File: config.mk
export PLATFORM = sky130hd
export DESIGN_NAME = interrupt_exception_vectoring
export DESIGN_NICKNAME = d
export VERILOG_FILES = /design/src/design/vec_pkg.sv /design/src/design/pin_sync.sv /design/src/design/interrupt_exception_vectoring.sv
export VERILOG_INCLUDE_DIRS = /design/src /design/src/design
export SDC_FILE = /design/constraint.sdc
export NUM_CORES = 1
export LEC_CHECK = 0
export BUFFER_PORTS_ARGS = -buffer_cell sky130_fd_sc_hd__buf_2
export CAP_MARGIN = 10
export CORE_UTILIZATION = 52
export CTS_BUF_LIST = sky130_fd_sc_hd__clkbuf_4 sky130_fd_sc_hd__clkbuf_8
export DETAILED_ROUTE_END_ITERATION = 16
export GPL_TIMING_DRIVEN = 0
export PLACE_DENSITY = 0.79
export SLEW_MARGIN = 20
export SYNTH_ARGS = -nofsm -noshare
export SYNTH_HDL_FRONTEND = slang
export SYNTH_SLANG_ARGS = --single-unit
File: constraint.sdc
create_clock -name i_clk -period 4.88 [get_ports i_clk]
set_input_delay 0.976 -clock i_clk [delete_from_list [all_inputs] [get_ports i_clk]]
set_output_delay 0.976 -clock i_clk [all_outputs]
set_load 0.03 [all_outputs]
File: src/design/vec_regs.svh
`ifndef VEC_REGS_SVH
`define VEC_REGS_SVH

// Status word bit positions.
`define FLAG_TF_BIT 4'h8
`define FLAG_IF_BIT 4'h9

// Types generated inside the block.
`define TYPE_DIV_ERR 8'h00
`define TYPE_STEP 8'h01
`define TYPE_NMI 8'h02

// Highest type held back for predefined uses.
`define TYPE_RSVD_TOP 8'h1F

// Table has this many entries, each four bytes wide.
`define TABLE_ENTRIES 16'h0100

// Stack word size and the span of the three saved words.
`define STACK_WORD 16'h0002
`define STACK_FRAME 16'h0006

// Offset of the segment half inside one table entry.
`define ENTRY_SEG_OFS 20'h0_0002

`endif

File: src/design/vec_pkg.sv
package vec_pkg;

    typedef enum logic [11:0] {
        ST_IDLE   = 12'h001,
        ST_INTA   = 12'h002,
        ST_PSH_FL = 12'h004,
        ST_PSH_CS = 12'h008,
        ST_PSH_IP = 12'h010,
        ST_RD_IP  = 12'h020,
        ST_RD_CS  = 12'h040,
        ST_POP_IP = 12'h080,
        ST_POP_CS = 12'h100,
        ST_POP_FL = 12'h200,
        ST_RET    = 12'h400,
        ST_ENTER  = 12'h800
    } vec_state_t;

    typedef logic [7:0]  int_type_t;
    typedef logic [15:0] word_t;
    typedef logic [19:0] phys_addr_t;

endpackage : vec_pkg

File: src/design/pin_sync.sv
`timescale 1ns/1ns

// Three-stage synchroniser; the level moves once stages two and three agree.
module pin_sync #(
    parameter int WIDTH = 1
) (
    // Clock and reset
    input  wire logic             i_clk,
    input  wire logic             i_resetn,
    // Pin side
    input  wire logic [WIDTH-1:0] i_pin,
    // Clean level
    output logic      [WIDTH-1:0] o_level
);

    logic [WIDTH-1:0] s1_r;
    logic [WIDTH-1:0] s2_r;
    logic [WIDTH-1:0] s3_r;
    logic [WIDTH-1:0] level_r;

    always_ff @(posedge i_clk) begin
        if (!i_resetn) begin
            s1_r <= '0;
            s2_r <= '0;
            s3_r <= '0;
        end else begin
            s1_r <= i_pin;
            s2_r <= s1_r;
            s3_r <= s2_r;
        end
    end

    always_ff @(posedge i_clk) begin
        if (!i_resetn) begin
            level_r <= '0;
        end else begin
            for (int b = 0; b < WIDTH; b++) begin
                if (s2_r[b] == s3_r[b]) begin
                    level_r[b] <= s3_r[b];
                end
            end
        end
    end

    assign o_level = level_r;

endmodule : pin_sync

File: src/design/interrupt_exception_vectoring.sv
`timescale 1ns/1ns
// Contract
// - Entry pushes status word, code segment and instruction pointer.
// - Service pointer table has up to 256 entries, one per type.
// - Types 0 to 31 are predefined; higher types are free.
// - Each source vectors through the entry at type times four.
// - Types are 8 bits; exceptions form theirs with no bus cycle.
// - Internal and non-cascaded requests take the internal controller type.
// - Cascaded maskable requests get their type in an acknowledge cycle.
// - Non-maskable requests use a fixed internal type, no acknowledge.
// - Software interrupts take any of 256 types from the instruction.
// - Hardware requests are sampled at instruction end; software goes first.
// - A high-priority request may preempt a routine with interrupts enabled.
// - Divide quotient overflow raises type zero.
// - Single-step flag raises type one after each instruction.
// - No step trap after prefixes, segment loads or the wait instruction.
// - Entry clears the single-step flag.
// - Interrupt return restores the step flag and resumes tracing.
// - Entry clears interrupt enable; saved word keeps the old value.
// - Non-maskable request ignores enable, uses type 2, no acknowledge.
// - Return restores flags; pending requests go before main-line code.

`include "vec_regs.svh"

module interrupt_exception_vectoring (
    // Clock and reset
    input  wire logic               i_clk,
    input  wire logic               i_resetn,
    // Core state at the instruction boundary
    input  wire logic               i_instr_end,
    input  wire vec_pkg::word_t     i_flags,
    input  wire vec_pkg::word_t     i_cs,
    input  wire vec_pkg::word_t     i_next_ip,
    input  wire vec_pkg::word_t     i_ss,
    input  wire vec_pkg::word_t     i_sp,
    // Instruction events
    input  wire logic               i_div_overflow,
    input  wire logic               i_sw_int,
    input  wire vec_pkg::int_type_t i_sw_type,
    input  wire logic               i_step_inhibit,
    input  wire logic               i_interrupt_return_instr,
    // Hardware requests
    input  wire logic               i_nmi,
    input  wire logic               i_int_req,
    input  wire logic               i_int_cascade,
    input  wire vec_pkg::int_type_t i_int_type,
    output logic                    o_int_ack,
    // External acknowledge sequence
    output logic                    o_inta_n,
    input  wire logic               i_ext_ready,
    input  wire vec_pkg::int_type_t i_ext_vector,
    // Memory port
    output logic                    o_mem_req,
    output logic                    o_mem_we,
    output vec_pkg::phys_addr_t     o_mem_addr,
    output vec_pkg::word_t          o_mem_wdata,
    input  wire logic               i_mem_ack,
    input  wire vec_pkg::word_t     i_mem_rdata,
    // Core reload
    output logic                    o_busy,
    output logic                    o_load,
    output vec_pkg::word_t          o_new_cs,
    output vec_pkg::word_t          o_new_ip,
    output vec_pkg::word_t          o_new_flags,
    output vec_pkg::word_t          o_new_sp,
    output vec_pkg::int_type_t      o_type,
    output logic                    o_type_reserved
);
    import vec_pkg::*;

    vec_state_t state_r;
    vec_state_t state_nxt;
    int_type_t  type_r;
    int_type_t  type_nxt;
    word_t      sv_flags_r;
    word_t      sv_cs_r;
    word_t      sv_ip_r;
    word_t      ss_r;
    word_t      sp_r;
    word_t      new_ip_r;
    word_t      new_cs_r;
    word_t      new_flags_r;
    phys_addr_t addr_r;
    word_t      wdata_r;
    logic       load_r;
    logic       ack_r;
    logic       nmi_lvl;
    logic       nmi_seen_r;
    logic       nmi_pend_r;
    logic       ready_lvl;
    logic       nmi_rise;
    logic       take;
    logic       take_nmi;
    logic       take_inta;
    logic       take_int;
    word_t      arb_flags;
    logic       boundary;
    logic       chain;
    word_t      base_ss;
    word_t      base_sp;

    ////////////////////////////////////////////////////////////////////////
    // Pin inputs.

    pin_sync #(
        .WIDTH (1)
    ) u_nmi_sync (
        .i_clk    (i_clk),
        .i_resetn (i_resetn),
        .i_pin    (i_nmi),
        .o_level  (nmi_lvl)
    );

    pin_sync #(
        .WIDTH (1)
    ) u_ready_sync (
        .i_clk    (i_clk),
        .i_resetn (i_resetn),
        .i_pin    (i_ext_ready),
        .o_level  (ready_lvl)
    );

    assign nmi_rise = nmi_lvl & ~nmi_seen_r;

    always_ff @(posedge i_clk) begin
        if (!i_resetn) begin
            nmi_seen_r <= 1'b0;
        end else begin
            nmi_seen_r <= nmi_lvl;
        end
    end

    // A new edge in the clearing cycle keeps the request pending.
    always_ff @(posedge i_clk) begin
        if (!i_resetn) begin
            nmi_pend_r <= 1'b0;
        end else begin
            nmi_pend_r <= nmi_rise | (nmi_pend_r & ~take_nmi);
        end
    end

    ////////////////////////////////////////////////////////////////////////
    // Arbitration at an instruction boundary or after a return.

    assign boundary  = (state_r == ST_IDLE) & i_instr_end;
    assign chain     = (state_r == ST_RET);
    assign arb_flags = chain ? new_flags_r : i_flags;

    always_comb begin
        take      = 1'b0;
        take_nmi  = 1'b0;
        take_inta = 1'b0;
        take_int  = 1'b0;
        type_nxt  = type_r;
        if (boundary && i_div_overflow) begin
            take     = 1'b1;
            type_nxt = `TYPE_DIV_ERR;
        end else if (boundary && i_sw_int) begin
            take     = 1'b1;
            type_nxt = i_sw_type;
        end else if ((boundary || chain) && nmi_pend_r) begin
            take     = 1'b1;
            take_nmi = 1'b1;
            type_nxt = `TYPE_NMI;
        end else if ((boundary || chain) && i_int_req
                     && arb_flags[`FLAG_IF_BIT]) begin
            take = 1'b1;
            if (i_int_cascade) begin
                take_inta = 1'b1;
            end else begin
                take_int = 1'b1;
                type_nxt = i_int_type;
            end
        end else if (boundary && i_flags[`FLAG_TF_BIT]
                     && !i_step_inhibit) begin
            take     = 1'b1;
            type_nxt = `TYPE_STEP;
        end
        if ((state_r == ST_INTA) && ready_lvl) begin
            type_nxt = i_ext_vector;
        end
    end

    ////////////////////////////////////////////////////////////////////////
    // Sequencer.

    always_comb begin
        state_nxt = state_r;
        unique case (state_r)
            ST_IDLE: begin
                if (take) begin
                    state_nxt = take_inta ? ST_INTA : ST_PSH_FL;
                end else if (i_interrupt_return_instr) begin
                    state_nxt = ST_POP_IP;
                end
            end
            ST_INTA: begin
                if (ready_lvl) begin
                    state_nxt = ST_PSH_FL;
                end
            end
            ST_PSH_FL: if (i_mem_ack) state_nxt = ST_PSH_CS;
            ST_PSH_CS: if (i_mem_ack) state_nxt = ST_PSH_IP;
            ST_PSH_IP: if (i_mem_ack) state_nxt = ST_RD_IP;
            ST_RD_IP:  if (i_mem_ack) state_nxt = ST_RD_CS;
            ST_RD_CS:  if (i_mem_ack) state_nxt = ST_ENTER;
            ST_POP_IP: if (i_mem_ack) state_nxt = ST_POP_CS;
            ST_POP_CS: if (i_mem_ack) state_nxt = ST_POP_FL;
            ST_POP_FL: if (i_mem_ack) state_nxt = ST_RET;
            ST_RET: begin
                state_nxt = take ? (take_inta ? ST_INTA : ST_PSH_FL)
                                 : ST_IDLE;
            end
            ST_ENTER:  state_nxt = ST_IDLE;
            default:   state_nxt = ST_IDLE;
        endcase
    end

    always_ff @(posedge i_clk) begin
        if (!i_resetn) begin
            state_r <= ST_IDLE;
            type_r  <= `TYPE_DIV_ERR;
        end else begin
            state_r <= state_nxt;
            type_r  <= type_nxt;
        end
    end

    ////////////////////////////////////////////////////////////////////////
    // Saved context and stack pointer.

    assign base_ss = (state_r == ST_IDLE) ? i_ss : ss_r;
    assign base_sp = (state_r == ST_IDLE) ? i_sp : sp_r;

    always_ff @(posedge i_clk) begin
        if (!i_resetn) begin
            sv_flags_r <= '0;
            sv_cs_r    <= '0;
            sv_ip_r    <= '0;
        end else if (take) begin
            sv_flags_r <= chain ? new_flags_r : i_flags;
            sv_cs_r    <= chain ? new_cs_r : i_cs;
            sv_ip_r    <= chain ? new_ip_r : i_next_ip;
        end
    end

    always_ff @(posedge i_clk) begin
        if (!i_resetn) begin
            ss_r <= '0;
            sp_r <= '0;
        end else if ((state_r == ST_IDLE) && (take || i_interrupt_return_instr)) begin
            ss_r <= i_ss;
            sp_r <= i_sp;
        end else if ((state_r == ST_PSH_IP) && i_mem_ack) begin
            sp_r <= sp_r - `STACK_FRAME;
        end else if ((state_r == ST_POP_FL) && i_mem_ack) begin
            sp_r <= sp_r + `STACK_FRAME;
        end
    end

    ////////////////////////////////////////////////////////////////////////
    // Memory addresses and write data, registered for the next state.

    function automatic phys_addr_t stk_addr(input word_t seg,
                                            input word_t ofs);
        stk_addr = {seg, 4'h0} + {4'h0, ofs};
    endfunction : stk_addr

    function automatic phys_addr_t vec_addr(input int_type_t t);
        vec_addr = {10'h000, t, 2'b00};
    endfunction : vec_addr

    always_ff @(posedge i_clk) begin
        if (!i_resetn) begin
            addr_r  <= '0;
            wdata_r <= '0;
        end else begin
            unique case (state_nxt)
                ST_PSH_FL: begin
                    addr_r  <= stk_addr(base_ss, base_sp - `STACK_WORD);
                    wdata_r <= chain ? new_flags_r
                             : (state_r == ST_IDLE) ? i_flags : sv_flags_r;
                end
                ST_PSH_CS: begin
                    addr_r  <= stk_addr(ss_r, sp_r - 16'h0004);
                    wdata_r <= sv_cs_r;
                end
                ST_PSH_IP: begin
                    addr_r  <= stk_addr(ss_r, sp_r - `STACK_FRAME);
                    wdata_r <= sv_ip_r;
                end
                ST_RD_IP: addr_r <= vec_addr(type_r);
                ST_RD_CS: begin
                    addr_r <= vec_addr(type_r) + `ENTRY_SEG_OFS;
                end
                ST_POP_IP: addr_r <= stk_addr(base_ss, base_sp);
                ST_POP_CS: addr_r <= stk_addr(ss_r, sp_r + `STACK_WORD);
                ST_POP_FL: addr_r <= stk_addr(ss_r, sp_r + 16'h0004);
                default: begin
                    addr_r  <= addr_r;
                    wdata_r <= wdata_r;
                end
            endcase
        end
    end

    assign o_mem_req = (state_r & (ST_PSH_FL | ST_PSH_CS | ST_PSH_IP
                       | ST_RD_IP | ST_RD_CS | ST_POP_IP | ST_POP_CS
                       | ST_POP_FL)) != 12'h000;
    assign o_mem_we  = (state_r & (ST_PSH_FL | ST_PSH_CS | ST_PSH_IP))
                       != 12'h000;

    ////////////////////////////////////////////////////////////////////////
    // New context for the core.

    always_ff @(posedge i_clk) begin
        if (!i_resetn) begin
            new_ip_r    <= '0;
            new_cs_r    <= '0;
            new_flags_r <= '0;
        end else begin
            if (take) begin
                new_flags_r <= arb_flags
                    & ~(16'h0001 << `FLAG_IF_BIT)
                    & ~(16'h0001 << `FLAG_TF_BIT);
            end
            if (i_mem_ack) begin
                unique case (state_r)
                    ST_RD_IP:  new_ip_r <= i_mem_rdata;
                    ST_RD_CS:  new_cs_r <= i_mem_rdata;
                    ST_POP_IP: new_ip_r <= i_mem_rdata;
                    ST_POP_CS: new_cs_r <= i_mem_rdata;
                    ST_POP_FL: new_flags_r <= i_mem_rdata;
                    default:   new_ip_r <= new_ip_r;
                endcase
            end
        end
    end

    // Reload pulses once entry finishes, or after a return that chains none.
    always_ff @(posedge i_clk) begin
        if (!i_resetn) begin
            load_r <= 1'b0;
            ack_r  <= 1'b0;
        end else begin
            load_r <= ((state_r == ST_RD_CS) && i_mem_ack)
                      || (chain && !take);
            ack_r  <= take_int || take_nmi && 1'b0;
        end
    end

    assign o_int_ack       = ack_r;
    assign o_inta_n        = (state_r != ST_INTA);
    assign o_mem_addr      = addr_r;
    assign o_mem_wdata     = wdata_r;
    assign o_busy          = (state_r != ST_IDLE);
    assign o_load          = load_r;
    assign o_new_cs        = new_cs_r;
    assign o_new_ip        = new_ip_r;
    assign o_new_flags     = new_flags_r;
    assign o_new_sp        = sp_r;
    assign o_type          = type_r;
    assign o_type_reserved = (type_r <= `TYPE_RSVD_TOP);

endmodule : interrupt_exception_vectoring

==> summary.md <==
| Metric | Value |
|---|---|
| Worst-Margin Slew | 1.196 ns |
| Setup crit end kind | flip-flop |
| Number of fill cells | 2087 |
| Max-cap violations | 0 |
| Sequential area share after synthesis | 31.84% |
| Largest net degree at the start of global routing | 26 |
| Netlist cell types | 73 |
| Cell leakage power | 6.504 nW |
| Finished Core Util | 66.38% |
| Reg-to-Reg End | o_mem_addr[15] |
| ANT cells | 0 |
| Yosys warnings | 0 |
| Initial Utilization | 53.78% |
| DP Wirelength | 39720 µm |
| Die width | 155.9 µm |
| Worst setup SP type | flip-flop |
| First-pass GRT wire length | 77240 µm |
| Relative slew slack | 19.19% |
| Minimum clock period | 4.979 ns |
| Run status | complete, but fails checks |
| CTS hold repair buffers | 0 |
| Post-synth EDFFs | 0 |
| 1st-pass router iterations | 5 |
| Placer Congestion | 0.9878 |
| Setup Viol. Count Final | 4 |
| Mapped Cells | 1662 |
| DR WL/cell | 22.55 µm |
| Crit Reg-Reg Startpoint | state_r[6] |
| Post-route ant nets | 0 |
| Antenna violations before repair | 0 |
| Fmax | 200.8 MHz |
| Gr usage total | 41.86% |
| Layout cells sized above 1 | 21.64% |
| Clock Sinks | 196 |
| Drt drc | 0 |
| Share of synthesized flip-flops with an asynchronous set or reset | 0% |
| Vias | 14440 |
| Drt via density | 6.326 |
| Predominant post-synthesis flop cell | dfxtp_1 |
| Htree depth | 4 |
| Final worst path period share | 102.0% |
| Hold WC Path Type | reg2reg |
| Clock Latency Late Sink | 0.51 ns |
| P&R area growth vs syn | 23.44% |
| CTS clk-pin slew, worst paths | 0.14 ns |
| CTS Buffer Depth | 2 |
| Reg2Reg Depth | 21 |
| RSZ-0062 raised after global routing | true |
| Violated checks | negative setup slack |
| VDD IR max | 0.2663 mV |
| Die Area | 24320 µm² |
| Max-slew violations | 0 |
| Setup Skew | 0.02954 ns |
| Clock root cell | clkbuf_8 |
| Mapped cell area | 12320 µm² |
| Maximum fanout along the worst path | 6 |
| IO buf count | 246 |
| Grt total ovfl | 0 |
| Syn Area/Cell | 7.415 µm² |
| Mapped Nets | 1831 |
| Crit path from | state_r[6] |
| DR iter-0 viols | 1609 |
| Die height | 155.9 µm |
| CTS tree | built |
| Pwr/cell area | 555.1 nW/µm² |
| Worst setup margin | -0.09890 ns |
| Worst Path Required | 5.30 ns |
| R2r setup slk | -0.1 ns |
| Total Nets Final | 2125 |
| Yosys reg bits | 196 |
| Vias in the first global route | 13390 |
| Core Area | 22920 µm² |
| Crit path to | o_mem_addr[15] |
| WL final | 51460 µm |
| FP Rows | 55 |
| Min Hold Slack | 0.4575 ns |
| Final hold vios | 0 |
| IO Pins | 247 |
| Critical Path AT | 5.40 ns |
| CP Class | reg2reg |
| CTS buffer count | 17 |
| Post-Route Setup TNS | -0.1941 ns |
[synthesized netlist by cell type (13+ instances only)]
master,n,area share (%)
a31oi_1,18,0.91
nand2_1,322,9.8
dfxtp_1,196,32
a22oi_1,19,1.2
mux2i_1,66,5.4
inv_1,21,0.64
o211ai_1,14,0.85
a211oi_1,24,1.5
nor4_1,21,1.1
nand4_1,13,0.66
nor3_1,46,1.9
nor2_1,172,5.2
and2_1,19,0.96
clkbuf_1,100,3.0
a21oi_1,129,5.2
buf_1,16,0.49
a311oi_1,57,4.1
and3_1,14,0.71
ha_1,35,3.6
o21ai_0,78,3.2
xnor2_1,35,2.5
xor2_1,22,1.6
a221oi_1,20,1.4
nand3_1,46,1.9
[worst max-delay path, stage by stage (launching register included)]
cell and delay [ns]:
dfxtp_4 0.38, or4_4 0.56, nor3_4 0.16, and3_1 0.19, buf_6 0.12, inv_6 0.03, buf_12 0.13, mux2i_4 0.19
ha_2 0.22, and2_4 0.15, or4b_4 0.53, nor4_4 0.19, xnor2_1 0.15, mux2i_1 0.14, ha_1 0.38, nand3_2 0.09
or3b_4 0.41, nand3_4 0.08, nand2_2 0.06, xor2_1 0.16, or3_1 0.33, a311oi_2 0.23
[cell usage in the layout (no fill, tap or decap), types with 6 or more instances in the layout]
cell type  count
nand2_1      320
buf_2        252
dfxtp_1      190
nor2_1       169
a21oi_1      126
clkbuf_1      81
o21ai_0       73
mux2i_1       64
a311oi_1      55
nor3_1        42
nand3_1       41
buf_4         37
xnor2_1       35
ha_1          30
a211oi_1      22
inv_1         21
xor2_1        20
a221oi_1      20
a22oi_1       19
clkbuf_8      18
and2_1        18
a31oi_1       15
and3_1        14
o211ai_1      14
nand4_1       13
a21o_1        12
nor4_1        12
nand2b_1      11
or3_1         11
buf_1         11
nor2b_1        8
a22o_1         7
or2_2          6
nor4_2         6
[what timing repair did]
action	in CTS	in global routing
buffers inserted	26	14
setup endpoints to repair	16	10
resized for setup	65	53
pin swaps	17	12
[state kept, by name, indices dropped and copies added (netlist names), 16 cells and up]
name	cells
o_mem_wdata	16
o_new_flags	16
o_new_cs	16
o_mem_addr	20
sv_cs_r	16
sv_flags_r	16
o_new_sp	16
o_new_ip	16
sv_ip_r	16
ss_r	16
[layer usage]
metal / track usage (%) / wire, µm
met1: 53.75 / 20140
met2: 66.11 / 22840
met3: 8.222 / 5446
met4: 22.50 / 3033
met5: 0 / 0
[per-stage QoR]
stage / setup slack (ns) / cells / area [µm²] / power [mW]
4_1_cts: -0.03933 / 2272 / 14940 / 8.092
5_1_grt: -0.2896 / 2282 / 15210 / 8.887
3_5_place_dp: -1.205 / 2221 / 14030 / 6.541
3_3_place_gp: -1.207 / 2221 / 14000 / 6.495
2_1_floorplan: -0.06469 / 1662 / 12380 / 5.263
6_report: -0.09890 / 2282 / 15210 / 8.445
[where the power goes]
part           internal [mW]  switching (mW)
clock network          0.439           0.812
registers               1.91           0.281
logic                   1.92            3.08
total                   4.27            4.18
[area by class of cell]
| cell class | instances | area, µm² | share of cell area, % |
|---|---|---|---|
| sequential | 196 | 3934 | 25.86 |
| clock buffer | 17 | 234.0 | 1.538 |
| timing repair buffer | 285 | 1539 | 10.12 |
| buffer | 112 | 514.2 | 3.380 |
| tap | 313 | 391.6 | 2.574 |
| inverter | 23 | 91.34 | 0.6004 |
| multi-input combinational | 1321 | 8270 | 54.37 |
| clock inverter | 15 | 237.7 | 1.563 |
[how the worst min path moves through the flow]
stage,from,endpoint,cells after the start
after floorplan,u_nmi_sync.s1_r,u_nmi_sync.s2_r,1
after global placement,u_nmi_sync.s1_r,u_nmi_sync.s2_r,1
after detailed placement,u_nmi_sync.s1_r,u_nmi_sync.s2_r,1
after CTS,u_nmi_sync.s1_r,u_nmi_sync.s2_r,1
after global routing,u_nmi_sync.s1_r,u_nmi_sync.s2_r,1
final,u_nmi_sync.s1_r,u_nmi_sync.s2_r,1
[cell families (layout without fill, tap and decap cells)]
group / after synthesis / count (layout) / synth area share, %
AOI/OAI and AO/OA: 434 / 434 / 23.41
adders and majority gates: 37 / 37 / 3.879
xor gates and xnor gates: 57 / 57 / 4.051
and+or+nand+nor: 722 / 722 / 26.34
buffers and inverters: 145 / 452 / 4.630
muxes: 71 / 71 / 5.848
DFF: 196 / 196 / 31.84
No activity file was read; power rests on OpenSTA's default activity.
